**src/cpt_pkg.sv**
```systemverilog
// Constants for the complementary PWM timer: register indices, field positions, resets.
// Assumes a byte-wide register port; each register index is a plain word address.
package cpt_pkg;
  // Register addresses (indices of our own choosing)
  localparam logic [4:0] ADDR_PORT_DATA  = 5'h00;
  localparam logic [4:0] ADDR_PORT_DIR   = 5'h01;
  localparam logic [4:0] ADDR_STANDBY    = 5'h02;
  localparam logic [4:0] ADDR_PIN_SEL    = 5'h03;
  localparam logic [4:0] ADDR_IRQ0       = 5'h04;
  localparam logic [4:0] ADDR_IRQ1       = 5'h05;
  localparam logic [4:0] ADDR_START      = 5'h06;
  localparam logic [4:0] ADDR_TRIG       = 5'h07;
  localparam logic [4:0] ADDR_MODE       = 5'h08;
  localparam logic [4:0] ADDR_FUNC       = 5'h09;
  localparam logic [4:0] ADDR_CTRL0      = 5'h0A;
  localparam logic [4:0] ADDR_CTRL1      = 5'h0B;
  localparam logic [4:0] ADDR_STATUS1    = 5'h0C;
  localparam logic [4:0] ADDR_CNT0_LO    = 5'h10;
  localparam logic [4:0] ADDR_CNT0_HI    = 5'h11;
  localparam logic [4:0] ADDR_CNT1_LO    = 5'h12;
  localparam logic [4:0] ADDR_CNT1_HI    = 5'h13;
  localparam logic [4:0] ADDR_GRA_LO     = 5'h14;
  localparam logic [4:0] ADDR_GRA_HI     = 5'h15;
  localparam logic [4:0] ADDR_GRB_LO     = 5'h16;
  localparam logic [4:0] ADDR_GRB_HI     = 5'h17;
  localparam logic [4:0] ADDR_GRC_LO     = 5'h18;
  localparam logic [4:0] ADDR_GRC_HI     = 5'h19;
  localparam logic [4:0] ADDR_GRD_LO     = 5'h1A;
  localparam logic [4:0] ADDR_GRD_HI     = 5'h1B;
  // Field positions
  localparam int STANDBY_BIT   = 4;
  localparam int RUN0_BIT      = 0;
  localparam int RUN1_BIT      = 1;
  localparam int CONT0_BIT     = 2;
  localparam int CONT1_BIT     = 3;
  localparam int TRIGA_BIT     = 0;
  localparam int TRIGB_BIT     = 1;
  localparam int SYNC_BIT      = 0;
  localparam int BUFC_BIT      = 4;
  localparam int BUFD_BIT      = 5;
  localparam int NORMAL_PHASE_LEVEL_SEL_BIT      = 2;
  localparam int COUNTER_PHASE_LEVEL_SEL_BIT      = 3;
  localparam int EXTCLK_BIT    = 6;
  localparam int IRQ_REQ_BIT   = 3;
  localparam int UDF_BIT       = 0;
  localparam int PSEL_B_LSB    = 2;
  localparam int PSEL_C_LSB    = 4;
  localparam int PSEL_D_BIT    = 6;
  // Encodings
  localparam logic [1:0] COMBO_COMPL   = 2'h2;
  localparam logic [2:0] SRC_F1        = 3'h0;
  localparam logic [2:0] IRQ_LVL_OFF   = 3'h0;
  localparam logic [1:0] PSEL_ASSIGNED = 2'h2;
  // Reset values
  localparam logic [7:0] STANDBY_RST   = 8'h10;
  localparam logic [7:0] BYTE_RST      = 8'h00;
  localparam logic [15:0] WORD_RST     = 16'h0000;
  localparam logic [15:0] WORD_MAX     = 16'hFFFF;
  // Port pin positions of the three outputs
  localparam int PIN_TOGGLE    = 1;
  localparam int PIN_NORMAL    = 2;
  localparam int PIN_COUNTER   = 3;
endpackage : cpt_pkg

```
**src/cpt_pin_mux.sv**
```systemverilog
// Pin mux: merges timer outputs with plain port bits for the port pins.
// Assumes all inputs are registered on the same clock; output is registered.
`timescale 1ns/10ps
`default_nettype none
module cpt_pin_mux
  import cpt_pkg::*;
(
  input  wire logic       core_clk,   // Core clock
  input  wire logic       reset,      // Synchronous reset
  input  wire logic [7:0] portData,   // Port data register
  input  wire logic [7:0] portDir,    // Port direction register
  input  wire logic [7:0] pinSel,     // Pin select register
  input  wire logic       normalLvl,  // Normal-phase level
  input  wire logic       toggleLvl,  // Half-period toggle level
  input  wire logic       counterLvl, // Counter-phase level
  input  wire logic       timerOn,    // Timer active and in PWM mode
  output logic      [7:0] pinOut,     // Pin output level
  output logic      [7:0] pinOe       // Pin output enable
);
  logic [7:0] level_nxt;  // Combined level before register

  // Route each timer output to its pin when selected and active
  always_comb begin
    level_nxt = portData;
    if (timerOn && pinSel[PSEL_B_LSB +: 2] == PSEL_ASSIGNED) begin
      level_nxt[PIN_NORMAL] = normalLvl;
    end
    if (timerOn && pinSel[PSEL_C_LSB +: 2] == PSEL_ASSIGNED) begin
      level_nxt[PIN_TOGGLE] = toggleLvl;
    end
    if (timerOn && pinSel[PSEL_D_BIT]) begin
      level_nxt[PIN_COUNTER] = counterLvl;
    end
  end

  // Registered pins; direction bits alone decide drive
  always_ff @(posedge core_clk) begin
    if (reset) begin
      pinOut <= BYTE_RST;
      pinOe  <= BYTE_RST;
    end else begin
      pinOut <= level_nxt;
      pinOe  <= portDir;
    end
  end
endmodule : cpt_pin_mux
`default_nettype wire

```
**src/cpt_timer.sv**
```systemverilog
// Complementary PWM timer: two counters, compare registers, buffer and pin outputs.
// Assumes a byte register port with one-cycle strobes and read data one cycle later.
`timescale 1ns/10ps
`default_nettype none
module cpt_timer
  import cpt_pkg::*;
#(
  parameter int CNT_W = 16  // Counter width
)
(
  input  wire logic       core_clk,     // Core clock, 20 MHz
  input  wire logic       reset,        // Synchronous reset, active high
  input  wire logic [4:0] regAddr,      // Register address
  input  wire logic [7:0] regWdata,     // Write data
  input  wire logic       regWr,        // Write strobe
  input  wire logic       regRd,        // Read strobe
  input  wire logic       extClk,       // External clock pin, unused in every mode
  output logic      [7:0] regRdata,     // Read data, cycle after strobe
  output logic      [7:0] pinOut,       // Port pin levels
  output logic      [7:0] pinOe,        // Port pin enables
  output logic            convTrigA,    // Conversion trigger A pulse
  output logic            convTrigB,    // Conversion trigger B pulse
  output logic            irq0,         // Counter zero interrupt request
  output logic            irq1          // Counter one interrupt request
);
  // Software registers
  logic [7:0]       portData_r;   // Port data
  logic [7:0]       portDir_r;    // Port direction
  logic [7:0]       standby_r;    // Module standby control
  logic [7:0]       pinSel_r;     // Pin select
  logic [2:0]       irqLvl0_r;    // Counter zero priority
  logic [2:0]       irqLvl1_r;    // Counter one priority
  logic             irqReq0_r;    // Counter zero request pending
  logic             irqReq1_r;    // Counter one request pending
  logic [3:0]       start_r;      // Run and continue bits
  logic [1:0]       trig_r;       // Trigger enables
  logic [7:0]       mode_r;       // Mode control
  logic [7:0]       func_r;       // Function control
  logic [7:0]       ctrl0_r;      // Counter zero control
  logic [7:0]       ctrl1_r;      // Counter one control
  logic             udf_r;        // Underflow flag
  logic [CNT_W-1:0] cnt0_r;       // Counter zero
  logic [CNT_W-1:0] cnt1_r;       // Counter one
  logic [CNT_W-1:0] gra_r;        // Period compare
  logic [CNT_W-1:0] grb_r;        // Change point
  logic [CNT_W-1:0] grc_r;        // General register C
  logic [CNT_W-1:0] grd_r;        // Change point buffer
  logic             down_r;       // Shared direction, 1 while counting down
  logic             normal_r;     // Normal-phase active flag
  logic             counter_r;    // Counter-phase active flag
  logic             toggle_r;     // Half-period toggle level
  logic             started_r;    // Counter-phase taken active at start

  // Decoded controls
  logic timerOn;     // Block out of standby
  logic complMode;   // Complementary PWM selected
  logic srcOk;       // Both sources are the undivided clock
  logic tick;        // Counting enabled this cycle
  logic matchA0;     // Counter zero hits register A
  logic matchB0;     // Counter zero hits register B
  logic matchB1;     // Counter one hits register B
  logic underflow;   // Counter one wraps going down
  logic wrCnt;       // Software write to any counter byte
  logic normalLvl;   // Normal-phase pin level
  logic counterLvl;  // Counter-phase pin level

  assign timerOn   = ~standby_r[STANDBY_BIT];
  assign complMode = func_r[1:0] == COMBO_COMPL;
  // Only the undivided clock is supported; other sources halt counting
  assign srcOk     = ctrl0_r[2:0] == SRC_F1 && ctrl1_r[2:0] == SRC_F1;
  // External clock select bit set also halts: no external counting here
  assign tick      = timerOn && complMode && srcOk && !func_r[EXTCLK_BIT]
                     && start_r[RUN0_BIT] && start_r[RUN1_BIT];
  assign matchA0   = !down_r && cnt0_r == gra_r;
  assign matchB0   = cnt0_r == grb_r;
  assign matchB1   = cnt1_r == grb_r;
  assign underflow = down_r && cnt1_r == WORD_RST[CNT_W-1:0];
  assign wrCnt     = regWr && regAddr >= ADDR_CNT0_LO && regAddr <= ADDR_CNT1_HI;

  // Register writes
  always_ff @(posedge core_clk) begin
    if (reset) begin
      portData_r <= BYTE_RST;
      portDir_r  <= BYTE_RST;
      standby_r  <= STANDBY_RST;
      pinSel_r   <= BYTE_RST;
      irqLvl0_r  <= IRQ_LVL_OFF;
      irqLvl1_r  <= IRQ_LVL_OFF;
      trig_r     <= 2'h0;
      mode_r     <= BYTE_RST;
      func_r     <= BYTE_RST;
      ctrl0_r    <= BYTE_RST;
      ctrl1_r    <= BYTE_RST;
      gra_r      <= WORD_MAX[CNT_W-1:0];
      grc_r      <= WORD_MAX[CNT_W-1:0];
      grd_r      <= WORD_MAX[CNT_W-1:0];
    end else if (regWr) begin
      case (regAddr)
        ADDR_PORT_DATA: portData_r <= regWdata;
        ADDR_PORT_DIR:  portDir_r  <= regWdata;
        ADDR_STANDBY:   standby_r  <= regWdata;
        ADDR_PIN_SEL:   pinSel_r   <= regWdata;
        ADDR_IRQ0:      irqLvl0_r  <= regWdata[2:0]; // Request bit not writable
        ADDR_IRQ1:      irqLvl1_r  <= regWdata[2:0];
        ADDR_TRIG:      trig_r     <= regWdata[1:0];
        ADDR_MODE:      mode_r     <= regWdata;
        ADDR_FUNC:      func_r     <= regWdata;
        ADDR_CTRL0:     ctrl0_r    <= regWdata;
        ADDR_CTRL1:     ctrl1_r    <= regWdata;
        ADDR_GRA_LO:    gra_r[7:0]  <= regWdata;
        ADDR_GRA_HI:    gra_r[15:8] <= regWdata;
        ADDR_GRC_LO:    grc_r[7:0]  <= regWdata;
        ADDR_GRC_HI:    grc_r[15:8] <= regWdata;
        ADDR_GRD_LO:    grd_r[7:0]  <= regWdata;
        ADDR_GRD_HI:    grd_r[15:8] <= regWdata;
        default: ;
      endcase
    end
  end

  // Start register; the continue bits decide stop at the A match
  always_ff @(posedge core_clk) begin
    if (reset) begin
      start_r <= 4'h0;
    end else if (regWr && regAddr == ADDR_START) begin
      start_r <= regWdata[3:0];
    end else if (tick && matchA0) begin
      if (!start_r[CONT0_BIT]) start_r[RUN0_BIT] <= 1'b0;
      if (!start_r[CONT1_BIT]) start_r[RUN1_BIT] <= 1'b0;
    end
  end

  // Change point register: direct write, or buffer load at underflow only
  always_ff @(posedge core_clk) begin
    if (reset) begin
      grb_r <= WORD_MAX[CNT_W-1:0];
    end else if (tick && underflow && mode_r[BUFD_BIT]) begin
      grb_r <= grd_r;
    end else if (regWr && regAddr == ADDR_GRB_LO) begin
      grb_r[7:0] <= regWdata;
    end else if (regWr && regAddr == ADDR_GRB_HI) begin
      grb_r[15:8] <= regWdata;
    end
  end

  // Counters and shared direction; reset loads both with zero, software loads counter zero with the deadtime
  always_ff @(posedge core_clk) begin
    if (reset) begin
      cnt0_r <= WORD_RST[CNT_W-1:0];
      cnt1_r <= WORD_RST[CNT_W-1:0];
      down_r <= 1'b0;
    end else if (wrCnt) begin
      // Each counter loads alone; no joint load with sync clear
      case (regAddr)
        ADDR_CNT0_LO: cnt0_r[7:0]  <= regWdata;
        ADDR_CNT0_HI: cnt0_r[15:8] <= regWdata;
        ADDR_CNT1_LO: cnt1_r[7:0]  <= regWdata;
        ADDR_CNT1_HI: cnt1_r[15:8] <= regWdata;
        default: ;
      endcase
      down_r <= 1'b0;
    end else if (tick) begin
      if (matchA0) begin
        down_r <= 1'b1;
        cnt0_r <= cnt0_r - 1'b1;
        cnt1_r <= cnt1_r - 1'b1;
      end else if (underflow) begin
        down_r <= 1'b0;
        // Wrap step still counts down, so the deadtime offset never drifts
        cnt0_r <= cnt0_r - 1'b1;
        cnt1_r <= WORD_MAX[CNT_W-1:0];
      end else if (down_r) begin
        cnt0_r <= cnt0_r - 1'b1;
        cnt1_r <= cnt1_r - 1'b1;
      end else begin
        cnt0_r <= cnt0_r + 1'b1;
        cnt1_r <= cnt1_r + 1'b1;
      end
    end
  end

  // Underflow flag: hardware set wins over software clear
  always_ff @(posedge core_clk) begin
    if (reset) begin
      udf_r <= 1'b0;
    end else if (tick && underflow) begin
      udf_r <= 1'b1;
    end else if (regWr && regAddr == ADDR_STATUS1 && !regWdata[UDF_BIT]) begin
      udf_r <= 1'b0;
    end
  end

  // Interrupt requests; level zero masks, pending clears on read of its control
  always_ff @(posedge core_clk) begin
    if (reset) begin
      irqReq0_r <= 1'b0;
      irqReq1_r <= 1'b0;
    end else begin
      if (tick && matchA0 && irqLvl0_r != IRQ_LVL_OFF) begin
        irqReq0_r <= 1'b1;
      end else if (regRd && regAddr == ADDR_IRQ0) begin
        irqReq0_r <= 1'b0;
      end
      if (tick && underflow && irqLvl1_r != IRQ_LVL_OFF) begin
        irqReq1_r <= 1'b1;
      end else if (regRd && regAddr == ADDR_IRQ1) begin
        irqReq1_r <= 1'b0;
      end
    end
  end

  // Waveform flags: counter-phase active at start, normal set at B1 match going up, cleared at B1 match going down
  always_ff @(posedge core_clk) begin
    if (reset || !tick) begin
      normal_r  <= 1'b0;
      counter_r <= 1'b0;
      toggle_r  <= 1'b0;
      started_r <= 1'b0;
    end else begin
      started_r <= 1'b1;
      if (!started_r) begin
        counter_r <= 1'b1;
      end else if (matchB0) begin
        counter_r <= ~counter_r;
      end
      if (matchB1) begin
        normal_r <= ~down_r;
      end
      if (matchA0 || underflow) begin
        toggle_r <= ~toggle_r;
      end
    end
  end

  // Interlock guards overlap if software sets B outside its legal range
  // Level select zero: inactive high, active low
  assign normalLvl  = (normal_r && !counter_r) ^ ~func_r[NORMAL_PHASE_LEVEL_SEL_BIT];
  assign counterLvl = counter_r ^ ~func_r[COUNTER_PHASE_LEVEL_SEL_BIT];

  // Conversion triggers stay low unless enabled
  always_ff @(posedge core_clk) begin
    if (reset) begin
      convTrigA <= 1'b0;
      convTrigB <= 1'b0;
    end else begin
      convTrigA <= trig_r[TRIGA_BIT] && tick && matchA0;
      convTrigB <= trig_r[TRIGB_BIT] && tick && matchB0;
    end
  end

  // Outputs and read data
  always_ff @(posedge core_clk) begin
    if (reset) begin
      irq0     <= 1'b0;
      irq1     <= 1'b0;
      regRdata <= BYTE_RST;
    end else begin
      irq0 <= irqReq0_r;
      irq1 <= irqReq1_r;
      regRdata <= BYTE_RST;
      if (regRd) begin
        case (regAddr)
          ADDR_PORT_DATA: regRdata <= portData_r;
          ADDR_PORT_DIR:  regRdata <= portDir_r;
          ADDR_STANDBY:   regRdata <= standby_r;
          ADDR_PIN_SEL:   regRdata <= pinSel_r;
          ADDR_IRQ0:      regRdata <= {4'h0, irqReq0_r, irqLvl0_r};
          ADDR_IRQ1:      regRdata <= {4'h0, irqReq1_r, irqLvl1_r};
          ADDR_START:     regRdata <= {4'h0, start_r};
          ADDR_TRIG:      regRdata <= {6'h00, trig_r};
          ADDR_MODE:      regRdata <= mode_r;
          ADDR_FUNC:      regRdata <= func_r;
          ADDR_CTRL0:     regRdata <= ctrl0_r;
          ADDR_CTRL1:     regRdata <= ctrl1_r;
          ADDR_STATUS1:   regRdata <= {7'h00, udf_r};
          ADDR_CNT0_LO:   regRdata <= cnt0_r[7:0];
          ADDR_CNT0_HI:   regRdata <= cnt0_r[15:8];
          ADDR_CNT1_LO:   regRdata <= cnt1_r[7:0];
          ADDR_CNT1_HI:   regRdata <= cnt1_r[15:8];
          ADDR_GRA_LO:    regRdata <= gra_r[7:0];
          ADDR_GRA_HI:    regRdata <= gra_r[15:8];
          ADDR_GRB_LO:    regRdata <= grb_r[7:0];
          ADDR_GRB_HI:    regRdata <= grb_r[15:8];
          ADDR_GRC_LO:    regRdata <= grc_r[7:0];
          ADDR_GRC_HI:    regRdata <= grc_r[15:8];
          ADDR_GRD_LO:    regRdata <= grd_r[7:0];
          ADDR_GRD_HI:    regRdata <= grd_r[15:8];
          default:        regRdata <= BYTE_RST;
        endcase
      end
    end
  end

  // Pin routing and registered pin drive
  cpt_pin_mux u_pin_mux (
    .core_clk   (core_clk),
    .reset      (reset),
    .portData   (portData_r),
    .portDir    (portDir_r),
    .pinSel     (pinSel_r),
    .normalLvl  (normalLvl),
    .toggleLvl  (toggle_r),
    .counterLvl (counterLvl),
    .timerOn    (timerOn && complMode),
    .pinOut     (pinOut),
    .pinOe      (pinOe)
  );
endmodule : cpt_timer
`default_nettype wire

```
**config.mk**
```make
export PLATFORM = sky130hd
export DESIGN_NAME = cpt_timer
export DESIGN_NICKNAME = d
export VERILOG_FILES = /design/src/cpt_pkg.sv /design/src/cpt_pin_mux.sv /design/src/cpt_timer.sv
export SDC_FILE = /design/constraint.sdc
export NUM_CORES = 1
export LEC_CHECK = 0
export ABC_CLOCK_PERIOD_IN_PS = 2600
export BUFFER_PORTS_ARGS = -buffer_cell sky130_fd_sc_hd__buf_2
export CAP_MARGIN = 5
export CORE_UTILIZATION = 37
export DETAILED_ROUTE_END_ITERATION = 7
export GPL_TIMING_DRIVEN = 1
export HOLD_SLACK_MARGIN = 0.15
export PLACE_DENSITY = 0.51
export SETUP_SLACK_MARGIN = 0.02
export SLEW_MARGIN = 20
export SYNTH_ARGS = -nofsm -noshare
export SYNTH_HDL_FRONTEND = slang
export SYNTH_HIERARCHICAL = 1
export SYNTH_SLANG_ARGS = --single-unit
```
**constraint.sdc**
```tcl
create_clock -name core_clk -period 2.6 [get_ports core_clk]
set_input_delay 0.65 -clock core_clk [delete_from_list [all_inputs] [get_ports core_clk]]
set_output_delay 0.65 -clock core_clk [all_outputs]
set_load 0.01 [all_outputs]
```
==> impl_table.tex <==
\begin{tabular}{lr}
\hline
Metric & Value \\
\hline
\multicolumn{2}{l}{\textbf{Yosys}} \\
\quad Most frequent cells after synthesis & nand2\_1 (230), dfxtp\_1 (208), nand3\_1 (184), clkbuf\_1 (122), nor2\_1 (112) \\
\quad Post-Syn Area per Cell & between 7 and 8 µm² \\
\quad Area fraction of the dominant cell type after synthesis & 0.355 \\
\quad Largest family of logic cells by synthesized area & simple AND/OR/NAND/NOR gates \\
\quad Synth Area in Compound Gates & 0.199 \\
\quad Fraction of synthesized area in multiplexers & 0.0406 \\
\quad EDFF count, synth & 0 \\
\quad Count of distinct cell types in the synthesized netlist & 78 \\
\quad Simple-gate portion of the synthesized area & 0.294 \\
\quad Synth Net Count & between 1500 and 2000 \\
\quad Library cell with the highest instance count after synthesis & nand2\_1 \\
\quad Proportion of synthesized chip area in sequential cells & 0.355 \\
\quad Synth Instances & 1558 \\
\quad Share of synthesized flip-flops with an asynchronous set or reset & 0 \\
\quad Top flip-flop cell by instance count after synthesis & dfxtp\_1 \\
\quad Cell type contributing the most total cell area after synthesis & dfxtp\_1 \\
\quad Area share of xor/xnor cells in the synthesized design & 0.0500 \\
\quad Top cells by area, synth & dfxtp\_1 (36\%), nand3\_1 (7.9\%), nand2\_1 (7.4\%), xnor2\_1 (4.6\%), a21oi\_1 (4.3\%) \\
\quad Cell area after synthesis & around 12000 µm² \\
\quad Yosys warning count & 6 \\
\quad Number of synthesized register bits & approximately 210 \\
\quad Adder and majority cell fraction of the synthesized area & 0.00533 \\
\multicolumn{2}{l}{\textbf{Floorplan}} \\
\quad Number of ports placed on the die boundary & 46 \\
\quad Area enclosed by the die boundary & 32400 µm² \\
\quad Starting density of the core & 0.379 \\
\quad Die Height & between 150 and 200 µm \\
\quad Placement row count & between 60 and 70 \\
\quad Die width & 180 µm \\
\quad Core area & 30900 µm² \\
\multicolumn{2}{l}{\textbf{Worst setup path}} \\
\quad Largest fanout on the critical path & 11 \\
\quad Delay of the slowest cell on the worst path & 0.69 ns \\
\quad Startpoint type of the worst setup path & flip-flop \\
\quad Crit end category & flip-flop \\
\quad Data arrival time at the worst-slack endpoint & roughly 3.0 ns \\
\quad Slowest CP cell & o41a\_1 \\
\quad Crit path required time & 3.05 ns \\
\quad Cell breakdown of the critical path & xnor2\_1 -> nand4\_1 -> o41a\_1 -> or3\_1 -> a221o\_1 -> a21oi\_1 \\
\quad Category of the most critical setup path & flip-flop to flip-flop \\
\multicolumn{2}{l}{\textbf{Run}} \\
\quad Number of max-cap violations & 0 \\
\multicolumn{2}{l}{\textbf{CTS}} \\
\quad Clock transition at the register clock pins on the worst setup and hold paths after CTS & approximately 0.060 ns \\
\quad TritonCTS Buffers & 25 \\
\quad Number of sinks on the clock net & around 210 \\
\quad CTS root buffer & clkbuf\_16 \\
\quad H-Tree Depth & 1 \\
\quad Clock latency on the worst-skew pair & 0.54 ns \\
\quad Number of setup buffers added after CTS & 0 \\
\quad Clock tree from TritonCTS & built \\
\quad Max Root-Sink Buffers & 3 \\
\multicolumn{2}{l}{\textbf{Global routing}} \\
\quad Overflow left after global routing & 0 \\
\quad Wire length of the first global-routing pass & around 77000 µm \\
\quad Largest net degree at the start of global routing & between 100 and 150 \\
\quad Global router's overall resource usage & 0.312 \\
\quad Number of antenna violations at the first check in global routing & 0 \\
\quad Via count of the first global-routing pass & roughly 11000 \\
\multicolumn{2}{l}{\textbf{STA}} \\
\quad Setup violators final & 0 \\
\quad Setup repair after global routing missed its margin & yes \\
\quad Number of hold violations in the final report & 0 \\
\quad Final clock skew & about 0.012 ns \\
\quad Highest achievable clock rate & approximately 400 MHz \\
\quad Pin slew with the least headroom to its limit & approximately 0.9 ns \\
\quad Tmin final & 2.52 ns \\
\quad Final clock period utilization by the worst path & 0.971 \\
\quad Setup TNS & 0 ns \\
\quad Max transition margin & 0.412 \\
\quad Final Max Tran Viols & 0 \\
\quad Worst Setup Slack, final & $\sim$0.076 ns \\
\quad Hold Worst Slack & roughly 0.40 ns \\
\multicolumn{2}{l}{\textbf{Detailed routing}} \\
\quad DRT Pass-1 Iters & 6 \\
\quad Average detailed-routed wire length per instance & around 25 µm \\
\quad Post-route DRC violation count & 0 \\
\quad Post-DRT Antenna Nets & 0 \\
\quad Ratio of routed vias to standard cells & 6.15 \\
\quad Detailed Route Iter0 Violations & roughly 1800 \\
\quad Drt total wl & $\sim$52000 µm \\
\quad Via count & between 10000 and 15000 \\
\multicolumn{2}{l}{\textbf{Power}} \\
\quad Leakage power total & roughly 5.5 nW \\
\quad Maximum ir drop on the vdd rail & between 0.4 and 0.5 mV \\
\quad Power density normalized to cell area & around 520 nW/µm² \\
\multicolumn{2}{l}{\textbf{Placed design}} \\
\quad Number of input and output port buffers inserted & 44 \\
\quad Pre-CTS WS & -0.0155 ns \\
\quad Placed instance count & 2013 \\
\quad Placement-stage cell area & 13200 µm² \\
\quad Placer's final routability congestion estimate & between 0.9 and 1 \\
\quad Detailed placer's ending HPWL & 38100 µm \\
\multicolumn{2}{l}{\textbf{Finish}} \\
\quad Antenna cell count & 0 \\
\quad P\&R area growth vs syn & 19.7\% \\
\quad Filler cell count & 3171 \\
\quad Nets & 1667 \\
\quad Non-filler cells in the finished layout & about 2100 \\
\quad Final std cell area, no fill & approximately 14000 µm² \\
\quad Fraction of layout instances using a drive strength above 1 & 0.169 \\
\multicolumn{2}{l}{\textbf{Hold path}} \\
\quad Min-delay worst type & flip-flop to flip-flop \\
\multicolumn{2}{l}{\textbf{Outcome}} \\
\quad Result of the run & completed \\
\hline
\end{tabular}
[worst paths after layout]
kind / cells past startpoint / from / slack, ns / endpoint
worst max-delay path: 6 / gra_r[1] / 0.08 / cnt0_r[4]
worst min-delay path: 1 / started_r / 0.40 / counter_r
worst max register to register: 6 / gra_r[1] / 0.08 / cnt0_r[4]
worst min register to register: 1 / started_r / 0.40 / counter_r
[stage by stage]
step	util	power (mW)
after global placement	0.428	3.90
after CTS	0.454	7.32
after detailed placement	0.428	3.90
final	0.454	7.30
after global routing	0.454	7.50
after floorplan	-	3.62
[state kept, by name (all words and copies together), names as in the netlist, 16 cells and up]
signal and cells:
cnt0_r 16, gra_r 16, grc_r 16, cnt1_r 16, grb_r 16, grd_r 16
[report_power, final]
part	leakage (nW)	switching (mW)	internal, mW	total (mW)
logic	3.45	0.412	0.191	0.603
registers	1.68	0.0284	3.21	3.24
clock network	0.389	1.50	1.96	3.46
total	5.52	1.94	5.37	7.30
[what timing repair did]
item	in CTS	in global routing
resized for setup	0	5
hold buffers	0	0
setup endpoints to repair	0	10
[worst max-delay path, delay by kind of cell, from the launching register on]
kind	cells	cell delay (ns)
AOI/OAI and AO/OA	3	1.19
xor gates and xnor gates	1	0.17
and+or+nand+nor	2	0.65
DFF	1	0.42
[logic make-up (layout without fill, tap and decap cells)]
group                    Yosys count  after routing
buffers and inverters            168            272
XOR/XNOR                          67             67
adder cells (fa/ha/maj)            5              5
AND/OR/NAND/NOR                  715            715
multiplexers                      47             47
flip-flops                       208            208
AO/OA/AOI/OAI                    348            348
[final cells by class]
type                            instances  area [µm²]  area share
Inverter                               20        75.1     0.00535
Clock buffer                           31         678      0.0483
Sequential cell                       208        4160       0.297
Clock inverter                         14         118     0.00838
Multi-Input combinational cell       1182        6950       0.495
Timing Repair Buffer                  207        1550       0.111
Tap cell                              396         495      0.0353
[cell usage in the layout (no fill, tap or decap), types with 19 or more instances in the layout]
cell type	count
a21oi_1	100
a22oi_1	36
a31oi_1	19
and3_1	20
buf_2	42
buf_4	156
clkbuf_16	25
dfxtp_1	208
inv_1	19
mux2i_1	42
nand2_1	228
nand3_1	184
nand4_1	28
nor2_1	110
nor2b_1	21
nor3_1	29
o21ai_0	63
xnor2_1	62
[routing by layer]
metal  global-route usage  part of all wire
met2                0.473              0.43
met4                0.111             0.038
met5                    0                 0
met1                0.452              0.44
met3               0.0360             0.090
No activity file was read; power rests on OpenSTA's default activity.
